$ cat src/verilog/crs_pkg.sv
// Purpose: Shared constants and carriers for the clock ratio strap decoder
// Assumes: Three-bit strap groups, 32-bit register port with byte addresses
// Notes: Multipliers are whole numbers; core ratios are counted in halves

package crs_pkg;

    // ************************************************************
    // Register map
    // ************************************************************
    localparam int CRS_ADDR_W = 4;
    localparam logic [3:0] CRS_ADDR_STATUS = 4'h0;
    localparam logic [3:0] CRS_ADDR_RATIO = 4'h4;
    localparam logic [3:0] CRS_ADDR_CTRL = 4'h8;

    // Status field positions
    localparam int CRS_ST_CAPTURED = 0;
    localparam int CRS_ST_PLAT_ERR = 1;
    localparam int CRS_ST_CORE0_ERR = 2;
    localparam int CRS_ST_CORE1_ERR = 3;
    localparam int CRS_ST_MEM_ASYNC = 4;
    localparam int CRS_ST_PLAT_RUN = 5;

    // Ratio field positions
    localparam int CRS_RT_PLAT = 0;
    localparam int CRS_RT_CORE0 = 4;
    localparam int CRS_RT_CORE1 = 8;
    localparam int CRS_RT_MEM = 12;
    localparam int CRS_RT_RAW = 16;

    // Control field position and reset value
    localparam int CRS_CT_MEMCK_EN = 0;
    localparam logic CRS_CTRL_MEMCK_EN_RST = 1'h1;

    // ************************************************************
    // Strap codes and decode tables
    // ************************************************************
    localparam logic [2:0] CRS_PLAT_LAST_CODE = 3'h5;
    localparam logic [2:0] CRS_CORE_FIRST_CODE = 3'h3;
    localparam logic [2:0] CRS_MEM_SYNC_CODE = 3'h7;
    localparam logic [3:0] CRS_PLAT_MULT [0:5] = '{4'h4, 4'h5, 4'h6, 4'h8, 4'hA, 4'hC};
    localparam logic [3:0] CRS_CORE_HALVES [0:4] = '{4'h3, 4'h4, 4'h5, 4'h6, 4'h7};
    localparam logic [3:0] CRS_MEM_MULT [0:6] = '{4'h3, 4'h4, 4'h6, 4'h8, 4'hA, 4'hC, 4'hE};

    // ************************************************************
    // Carriers
    // ************************************************************
    typedef struct packed {
        logic [2:0] plat;
        logic [2:0] core0;
        logic [2:0] core1;
        logic [2:0] mem;
    } crs_straps_t;

    typedef struct packed {
        logic [3:0] plat_mult;
        logic [3:0] core0_halves;
        logic [3:0] core1_halves;
        logic [3:0] mem_mult;
        logic mem_async;
        logic plat_err;
        logic core0_err;
        logic core1_err;
    } crs_cfg_t;

endpackage

$ cat src/verilog/crs_strap_decoder.sv
// Purpose: Capture clock ratio straps after power-on reset and steer clock enables
// Assumes: Strap pins and PLL tick pulses are synchronous to sys_clk
// Notes: PLL analog behaviour lives outside; this block selects and gates
//
// Local design decisions: the placing of the registers and the plain strobed port.

`timescale 1ns/1ns

module crs_strap_decoder #(
    parameter int DATA_W = 32,
    parameter int MEMCK_PINS = 6
) (
    input wire logic sys_clk,
    input wire logic reset_n,
    input wire logic [2:0] platform_ratio_straps,
    input wire logic core0_ratio_strap_hi,
    input wire logic core0_ratio_strap_mid,
    input wire logic core0_ratio_strap_lo,
    input wire logic core1_ratio_strap_hi,
    input wire logic core1_ratio_strap_mid,
    input wire logic core1_ratio_strap_lo,
    input wire logic mem_ratio_strap_hi,
    input wire logic mem_ratio_strap_mid,
    input wire logic mem_ratio_strap_lo,
    input wire logic platform_tick,
    input wire logic mem_pll_tick,
    input wire logic [crs_pkg::CRS_ADDR_W-1:0] reg_addr,
    input wire logic [DATA_W-1:0] reg_wdata,
    input wire logic reg_wr,
    input wire logic reg_rd,
    output logic [DATA_W-1:0] reg_rdata,
    output crs_pkg::crs_cfg_t clk_cfg,
    output logic cfg_valid,
    output logic platform_run,
    output logic bus_tick,
    output logic core0_clk_en,
    output logic core1_clk_en,
    output logic mem_pll_enable,
    output logic mem_data_tick,
    output logic [MEMCK_PINS-1:0] memory_clock_outputs_ctl0,
    output logic [MEMCK_PINS-1:0] memory_clock_outputs_ctl0_inv,
    output logic [MEMCK_PINS-1:0] memory_clock_outputs_ctl1,
    output logic [MEMCK_PINS-1:0] memory_clock_outputs_ctl1_inv
);

    // ************************************************************
    // Declarations
    // ************************************************************
    crs_pkg::crs_straps_t straps_in;
    crs_pkg::crs_straps_t straps_r;
    crs_pkg::crs_straps_t straps_nxt;
    crs_pkg::crs_cfg_t cfg_r;
    crs_pkg::crs_cfg_t cfg_nxt;
    logic captured_r;
    logic captured_nxt;
    logic memck_r;
    logic memck_nxt;
    logic memck_en_r;
    logic memck_en_nxt;
    logic [DATA_W-1:0] rdata_r;
    logic [DATA_W-1:0] rdata_nxt;
    logic mem_run;

    assign straps_in = '{
        plat: platform_ratio_straps,
        core0: {core0_ratio_strap_hi, core0_ratio_strap_mid, core0_ratio_strap_lo},
        core1: {core1_ratio_strap_hi, core1_ratio_strap_mid, core1_ratio_strap_lo},
        mem: {mem_ratio_strap_hi, mem_ratio_strap_mid, mem_ratio_strap_lo}
    };

    // ************************************************************
    // Strap capture and decode
    // ************************************************************
    always_comb
    begin
        straps_nxt = straps_r;
        captured_nxt = captured_r;
        cfg_nxt = cfg_r;
        if (!captured_r)
        begin
            straps_nxt = straps_in;
            captured_nxt = 1'b1;
            cfg_nxt.plat_err = straps_in.plat > crs_pkg::CRS_PLAT_LAST_CODE;
            cfg_nxt.plat_mult = cfg_nxt.plat_err ? 4'h0 :
                crs_pkg::CRS_PLAT_MULT[straps_in.plat];
            cfg_nxt.core0_err = straps_in.core0 < crs_pkg::CRS_CORE_FIRST_CODE;
            cfg_nxt.core0_halves = cfg_nxt.core0_err ? 4'h0 :
                crs_pkg::CRS_CORE_HALVES[straps_in.core0 - crs_pkg::CRS_CORE_FIRST_CODE];
            cfg_nxt.core1_err = straps_in.core1 < crs_pkg::CRS_CORE_FIRST_CODE;
            cfg_nxt.core1_halves = cfg_nxt.core1_err ? 4'h0 :
                crs_pkg::CRS_CORE_HALVES[straps_in.core1 - crs_pkg::CRS_CORE_FIRST_CODE];
            cfg_nxt.mem_async = straps_in.mem != crs_pkg::CRS_MEM_SYNC_CODE;
            cfg_nxt.mem_mult = cfg_nxt.mem_async ?
                crs_pkg::CRS_MEM_MULT[straps_in.mem] : 4'h0;
        end
    end

    always_ff @(posedge sys_clk or negedge reset_n)
    begin
        if (!reset_n)
        begin
            straps_r <= '0;
            captured_r <= 1'b0;
            cfg_r <= '0;
        end
        else
        begin
            straps_r <= straps_nxt;
            captured_r <= captured_nxt;
            cfg_r <= cfg_nxt;
        end
    end

    assign clk_cfg = cfg_r;
    assign cfg_valid = captured_r;

    // ************************************************************
    // Clock gating and source selection
    // ************************************************************
    // errors keep the affected clocks stopped
    assign platform_run = captured_r & ~cfg_r.plat_err;
    assign core0_clk_en = platform_run & ~cfg_r.core0_err;
    assign core1_clk_en = platform_run & ~cfg_r.core1_err;
    // bus tick is the platform tick itself while platform_run is high
    assign bus_tick = platform_tick & platform_run;
    assign mem_run = platform_run & memck_en_r;
    // PLL on the memory reference clock, async only
    assign mem_pll_enable = platform_run & cfg_r.mem_async;
    // sync data rate equals platform rate
    assign mem_data_tick = mem_run & (cfg_r.mem_async ? mem_pll_tick : platform_tick);

    // ************************************************************
    // Memory clock outputs
    // ************************************************************
    always_comb
    begin
        memck_nxt = memck_r;
        // toggle per data tick gives half rate
        if (mem_data_tick)
        begin
            memck_nxt = ~memck_r;
        end
    end

    always_ff @(posedge sys_clk or negedge reset_n)
    begin
        if (!reset_n)
        begin
            memck_r <= 1'b0;
        end
        else
        begin
            memck_r <= memck_nxt;
        end
    end

    // one divider feeds both controllers, so modes cannot differ
    assign memory_clock_outputs_ctl0 = {MEMCK_PINS{memck_r}};
    assign memory_clock_outputs_ctl0_inv = {MEMCK_PINS{~memck_r}};
    assign memory_clock_outputs_ctl1 = {MEMCK_PINS{memck_r}};
    assign memory_clock_outputs_ctl1_inv = {MEMCK_PINS{~memck_r}};

    // ************************************************************
    // Register port
    // ************************************************************
    always_comb
    begin
        memck_en_nxt = memck_en_r;
        rdata_nxt = '0;
        if (reg_wr && reg_addr == crs_pkg::CRS_ADDR_CTRL)
        begin
            memck_en_nxt = reg_wdata[crs_pkg::CRS_CT_MEMCK_EN];
        end
        if (reg_rd)
        begin
            case (reg_addr)
                crs_pkg::CRS_ADDR_STATUS:
                begin
                    rdata_nxt[crs_pkg::CRS_ST_CAPTURED] = captured_r;
                    rdata_nxt[crs_pkg::CRS_ST_PLAT_ERR] = cfg_r.plat_err;
                    rdata_nxt[crs_pkg::CRS_ST_CORE0_ERR] = cfg_r.core0_err;
                    rdata_nxt[crs_pkg::CRS_ST_CORE1_ERR] = cfg_r.core1_err;
                    rdata_nxt[crs_pkg::CRS_ST_MEM_ASYNC] = cfg_r.mem_async;
                    rdata_nxt[crs_pkg::CRS_ST_PLAT_RUN] = platform_run;
                end
                crs_pkg::CRS_ADDR_RATIO:
                begin
                    rdata_nxt[crs_pkg::CRS_RT_PLAT +: 4] = cfg_r.plat_mult;
                    rdata_nxt[crs_pkg::CRS_RT_CORE0 +: 4] = cfg_r.core0_halves;
                    rdata_nxt[crs_pkg::CRS_RT_CORE1 +: 4] = cfg_r.core1_halves;
                    rdata_nxt[crs_pkg::CRS_RT_MEM +: 4] = cfg_r.mem_mult;
                    rdata_nxt[crs_pkg::CRS_RT_RAW +: 12] = straps_r;
                end
                crs_pkg::CRS_ADDR_CTRL:
                begin
                    rdata_nxt[crs_pkg::CRS_CT_MEMCK_EN] = memck_en_r;
                end
                default:
                begin
                    rdata_nxt = '0;
                end
            endcase
        end
    end

    always_ff @(posedge sys_clk or negedge reset_n)
    begin
        if (!reset_n)
        begin
            memck_en_r <= crs_pkg::CRS_CTRL_MEMCK_EN_RST;
            rdata_r <= '0;
        end
        else
        begin
            memck_en_r <= memck_en_nxt;
            rdata_r <= rdata_nxt;
        end
    end

    assign reg_rdata = rdata_r;
endmodule

$ cat config.mk
export PLATFORM = sky130hd
export DESIGN_NAME = crs_strap_decoder
export DESIGN_NICKNAME = d
export VERILOG_FILES = /design/src/verilog/crs_pkg.sv /design/src/verilog/crs_strap_decoder.sv
export SDC_FILE = /design/constraint.sdc
export NUM_CORES = 1
export LEC_CHECK = 0
export BUFFER_PORTS_ARGS = -buffer_cell sky130_fd_sc_hd__buf_2
export CAP_MARGIN = 20
export CORE_MARGIN = 1
export CORE_UTILIZATION = 41
export DETAILED_ROUTE_END_ITERATION = 12
export GPL_ROUTABILITY_DRIVEN = 0
export GPL_TIMING_DRIVEN = 0
export PLACE_DENSITY = 0.85
export SETUP_SLACK_MARGIN = 0.5
export SKIP_LAST_GASP = 1
export SLEW_MARGIN = 20
export SYNTH_ARGS = -nofsm -noshare
export SYNTH_HDL_FRONTEND = slang
export SYNTH_SLANG_ARGS = --single-unit
$ cat constraint.sdc
create_clock -name sys_clk -period 1.18 [get_ports sys_clk]
set_input_delay 0.059 -clock sys_clk [delete_from_list [all_inputs] [get_ports sys_clk]]
set_output_delay 0.059 -clock sys_clk [all_outputs]
set_load 0.03 [all_outputs]
Yosys cells after proc, flatten, opt, wreduce, memory -nomap -nowiden
Memories as Yosys holds them, arrays and structs flattened.
Cells that the tools add are included.

cells by class
  $add $sub $neg = 2
  order comparisons = 7
  eq/ne operators = 3
  muxes and demuxes = 17
  bitwise operators = 15
  reductions and logical operators = 2

operators with widths
  cell                                                  count
  2-to-1 mux 4 bit                                      12
  2-to-1 mux 28 bit                                     1
  2-to-1 mux 22 bit                                     1
  >= comparator 4 bit, second input constant            4
  inverter 3 -> 4 bit                                   4
  one-hot mux 5 bit (2 select lines)                    1
  AND 1 bit                                             7
  < comparator 3 x 2 -> 1 bit, second input constant    2
  subtractor 3 x 2 -> 3 bit, second input constant      2
  equality test 4 x 3 -> 1 bit, second input constant   1
  equality test 4 bit, second input constant            1
  logical NOT 4 bit                                     1
  inverter 1 bit                                        4
  greater-than comparator 3 bit, second input constant  1
  != test 3 bit, second input constant                  1
  one-hot mux 1 bit (3 select lines)                    1
  logical AND 1 bit                                     1
  2-to-1 mux 1 bit                                      1

word-level totals
  flip-flop bits (word level) = 67
  bits in read-only memories = 128
  input bits = 54
  memories = 4

memories
  memory            depth  bits a word  read ports  clocked after memory_dff  write ports  RTL line                 text
  (name not given)  8      4            1           0                         0            crs_strap_decoder.sv:94  crs_pkg::CRS_MEM_MULT[straps_in.mem] : 4'h0;
  (name not given)  8      4            1           0                         0            crs_strap_decoder.sv:91  crs_pkg::CRS_CORE_HALVES[straps_in.core1 - crs_pkg::CRS_CORE_FIRST_CODE];
  (name not given)  8      4            1           0                         0            crs_strap_decoder.sv:88  crs_pkg::CRS_CORE_HALVES[straps_in.core0 - crs_pkg::CRS_CORE_FIRST_CODE];
  (name not given)  8      4            1           0                         0            crs_strap_decoder.sv:85  crs_pkg::CRS_PLAT_MULT[straps_in.plat];

Depth between registers and ports, before layout
  word-level depth = 6
  depth in mapped cells = 5
  mapped depth without buffers = 5

Least setup slack after synthesis
Ideal clock, no wire load.

  path kind = register to register
  start point = register cfg_r, in the netlist clk_cfg[2]
  end point = register memck_r
  setup time = 0.142 ns
  arrival = 1.383 ns
  setup slack = -0.345 ns
  stages on the path, launching flop included = 5
  buffers on the path = 0
  cells stage by stage = dfrtp_1 -> nand2b_1 -> inv_2 -> and3_1 -> xnor2_1

on the way
  cells in the longest elaborated chain, start to end = 4

ends and longest elaborated chain
  item                    RTL line                  text
  from (decl)             crs_strap_decoder.sv:52   crs_pkg::crs_cfg_t cfg_r;
  from (signal assigned)  crs_strap_decoder.sv:110  cfg_r <= cfg_nxt;
  inverter 1 bit          crs_strap_decoder.sv:121  assign platform_run = captured_r & ~cfg_r.plat_err;
  AND 1 bit               crs_strap_decoder.sv:121
  net platform_run        crs_strap_decoder.sv:34   output logic platform_run,
  AND 1 bit               crs_strap_decoder.sv:126  assign mem_run = platform_run & memck_en_r;
  AND 1 bit               crs_strap_decoder.sv:130  assign mem_data_tick = mem_run & (cfg_r.mem_async ? mem_pll_tick : platform_tick);
  net mem_data_tick       crs_strap_decoder.sv:39   output logic mem_data_tick,
  to (signal assigned)    crs_strap_decoder.sv:153  memck_r <= memck_nxt;
  to (decl)               crs_strap_decoder.sv:56   logic memck_r;

The timed path passes the listed nets, and every way through them passes these cells.
A chain may end at the register's enable or synchronous reset.

Worst setup path in the final report
  start point = register cfg_r, in the netlist clk_cfg[3]
  end point = output port mem_data_tick

on the way
  cells in the longest elaborated chain, start to end = 2

ends and longest elaborated chain
  item              RTL line
  2-to-1 mux 1 bit  crs_strap_decoder.sv:130
  AND 1 bit         crs_strap_decoder.sv:130
  to (decl)         crs_strap_decoder.sv:39

No other way between the ends.

==> flow_metrics.env <==
export IMPL_powerDensity_nw_per_um2=1736
export IMPL_antenna_found_initial=0
export IMPL_worstPathArrival_ns=1.35
export IMPL_rsz0062_at_grt="true"
export IMPL_tightest_slew_ns=0.7397
export IMPL_synth_cell_types=31
export IMPL_slowest_stage="dfrtp_2"
export IMPL_cap_viol_max_count=0
export IMPL_drtIter0Drc=111
export IMPL_fin_cells=476
export IMPL_synthMuxAreaShare_pct=8.510
export IMPL_synth_xor_area_share_pct=1.316
export IMPL_crit_path_start_kind="register"
export IMPL_nFillCells=266
export IMPL_grt_overflow=0
export IMPL_critPathMaxFanout=2
export IMPL_drt_wl_total_um=10680
export IMPL_placed_area_um2=3443
export IMPL_syn_inst=230
export IMPL_die_h_um=82.57
export IMPL_drc=0
export IMPL_drive_gt1_share_pct=68.33
export IMPL_critPathRequiredTime_ns=1.12
export IMPL_dr_total_vias=2500
export IMPL_grt_max_degree=60
export IMPL_cts_sinks=59
export IMPL_slowest_delay_ns=0.43
export IMPL_synth_ff_type="dfrtp_1"
export IMPL_ys_warn_count=0
export IMPL_synth_most_common_cell="dfrtp_1"
export IMPL_clkTransAtPathRegs_ns=0.07
export IMPL_finalWorstSetupSlack_ns=-0.2296
export IMPL_synthTopCellsByArea="dfrtp_1, buf_4, mux2_1, and2_1, ha_1"
export IMPL_p_leak_nw=2.630
export IMPL_syn_to_final_growth_pct=93.32
export IMPL_ys_seq_area_share_pct=55.52
export IMPL_synth_edf_count=0
export IMPL_grt_pass1_wl_um=13120
export IMPL_insertion_delay_ns=0.33
export IMPL_drv_slew=0
export IMPL_nets=459
export IMPL_rows=28
export IMPL_worstPathCellList="mux2_4, and3_4, buf_6"
export IMPL_grt_use_total_pct=27.59
export IMPL_dpl_cell_count=408
export IMPL_synth_top_family_by_area="simple AND/OR/NAND/NOR gates"
export IMPL_worstSetupPathType="reg -> out"
export IMPL_core_area_um2=6096
export IMPL_hpwlAfterDp_um=4245
export IMPL_vias_per_cell=5.252
export IMPL_synth_simple_area_share_pct=12.27
export IMPL_syn_area_um2=2661
export IMPL_synthAdderAreaFrac_pct=4.231
export IMPL_portBuffers=96
export IMPL_async_flop_share_pct=100.0
export IMPL_grt_pass1_vias=2424
export IMPL_cts_buffer_depth=2
export IMPL_period_share_pct=119.5
export IMPL_root_buffer="clkbuf_8"
export IMPL_synth_compound_area_share_pct=5.783
export IMPL_num_antenna_cells=0
export IMPL_dieArea_um2=6817
export IMPL_hold_viol_final=59
export IMPL_status="finished, violations left"
export IMPL_cts_buffers=9
export IMPL_firstDrtPassIters=4
export IMPL_ant_nets=0
export IMPL_htreeDepth=3
export IMPL_peakVddDrop_v=0.002380
export IMPL_synth_seq_cells=59
export IMPL_min_delay_path_class="in -> async"
export IMPL_fin_skew_ns=0.006012
export IMPL_final_area_um2=5145
export IMPL_fin_hold_ws_ns=-0.2051
export IMPL_violations="hold timing, setup timing"
export IMPL_initial_core_util_pct=43.66
export IMPL_synth_top_area_share_pct=54.54
export IMPL_post_drt_wl_per_cell_um=22.43
export IMPL_cts_tree="yes"
export IMPL_p_total_mw=8.932
export IMPL_ios=137
export IMPL_avgSynthCellArea_um2=11.57
export IMPL_slew_headroom_pct=50.69
export IMPL_ys_top_cells_by_count="dfrtp_1, buf_4, and2_1, nand2_1, nor2_1"
export IMPL_fmax_ghz=0.7094
export IMPL_setup_viol=55
export IMPL_worstSetupEndpointType="output port"
export IMPL_synth_top_area_cell="dfrtp_1"
export IMPL_min_period_ns=1.410
export IMPL_cts_hold_buf=2
export IMPL_fp_dieW_um=82.57
flip-flops by register name, summed over array words and instances, names as in the netlist:
| register | flops |
|---|---|
| straps_r | 12 |
| reg_rdata | 26 |
| clk_cfg | 18 |
| memck_r | 1 |
| memck_en_r | 1 |
| cfg_valid | 1 |
cells by family (layout without fill, tap and decap cells):
logic type	after synthesis	count (layout)
and+or+nand+nor	62	62
DFF	59	59
buffers and inverters	49	213
AOI/OAI and AO/OA	24	24
muxes	21	21
adders and majority gates	9	9
xor gates and xnor gates	4	4
other	2	9
placed cells by master (no fill, tap or decap), types with 2 or more instances in the layout:
cell type | netlist | final
nor2_1 | 15 | 11
and2_1 | 21 | 8
buf_6 | 2 | 119
dfrtp_2 | 0 | 7
clkbuf_1 | 2 | 2
buf_12 | 0 | 7
clkinvlp_4 | 0 | 2
nand2_4 | 0 | 9
a21oi_1 | 4 | 3
o31ai_4 | 0 | 5
conb_1 | 2 | 9
ha_1 | 9 | 9
buf_8 | 0 | 3
o21ai_2 | 0 | 4
clkbuf_16 | 0 | 4
nand2_1 | 18 | 3
nand2_2 | 0 | 4
clkbuf_8 | 0 | 14
nand2_8 | 0 | 2
mux2_4 | 0 | 12
buf_4 | 32 | 29
o21ai_1 | 9 | 4
buf_16 | 0 | 4
a22o_1 | 3 | 3
nor2_4 | 0 | 4
o31ai_2 | 0 | 2
buf_2 | 2 | 18
xor2_1 | 2 | 2
dfrtp_1 | 58 | 51
dlygate4sd3_1 | 0 | 2
inv_1 | 7 | 6
mux2i_1 | 8 | 8
and2_4 | 0 | 13
layout make-up:
| type | count | area, um^2 | area share (%) |
|---|---|---|---|
| Clock inverter | 1 | 5.005 | 0.09728 |
| Timing Repair Buffer | 147 | 1590 | 30.91 |
| Timing Repair inverter | 1 | 7.507 | 0.1459 |
| Buffer | 40 | 486.7 | 9.460 |
| Tap cell | 75 | 93.84 | 1.824 |
| Clock buffer | 15 | 186.4 | 3.624 |
| Multi-Input combinational cell | 129 | 1239 | 24.08 |
| Inverter | 9 | 50.05 | 0.9728 |
| Sequential cell | 59 | 1486 | 28.89 |
worst max-delay path, delay by kind of cell, from the launching register on:
kind          cells  cell delay (ns)
flops             1             0.43
mux               1             0.30
simple gates      1             0.15
buf+inv           1             0.13
metal layers:
layer	track usage, %	wire length, um	up-vias
li1	-	-	1047
met1	32.54	3826	1257
met2	46.69	5590	151
met3	6.264	810	45
met4	14.66	448	0
met5	0	0	-
stage by stage:
stage | setup slack (ns) | TNS, ns | utilization (%)
finish | -0.2296 | -6.880 | 84.40
global route | -0.2537 | -8.038 | 84.40
CTS | -0.2201 | -4.062 | 77.98
detailed placement | -0.1124 | -1.820 | 56.49
global placement | -0.09839 | -1.977 | 56.45
floorplan | -0.07476 | -0.07476 | -
path summary, 6_finish.rpt:
check | startpoint | end | slack (ns) | depth (start not counted)
max in group asynchronous | reset_n | clk_cfg[0]$_DFFE_PN0N_ | 0.86 | 1
min | reset_n | reg_rdata[22]$_DFF_PN0_ | -0.21 | 1
min in group sys_clk | reg_wdata[0] | memck_en_r$_DFFE_PN1P_ | -0.01 | 2
max reg2reg | clk_cfg[3]$_DFFE_PN0N_ | memck_r$_DFFE_PN0P_ | -0.12 | 4
min reg2reg | straps_r[11]$_DFFE_PN0N_ | reg_rdata[27]$_DFF_PN0_ | 0.52 | 1
max | clk_cfg[3]$_DFFE_PN0N_ | mem_data_tick | -0.23 | 3
power breakdown:
group | internal [mW] | leakage (nW) | switching [mW] | total (mW)
Combinational | 2.46 | 1.78 | 2.30 | 4.77
Clock | 0.993 | 0.0997 | 0.828 | 1.82
Sequential | 2.18 | 0.751 | 0.167 | 2.35
Total | 5.63 | 2.63 | 3.30 | 8.93
repair_timing:
item | CTS | global route
setup buffers | 29 | 12
hold endpoints to repair | 64 | 59
endpoints found under the setup margin | 133 | 133
cloned | 8 | 1
gates resized for setup | 205 | 70
pin swaps | 18 | 15
(Power assumes the default switching activity.)
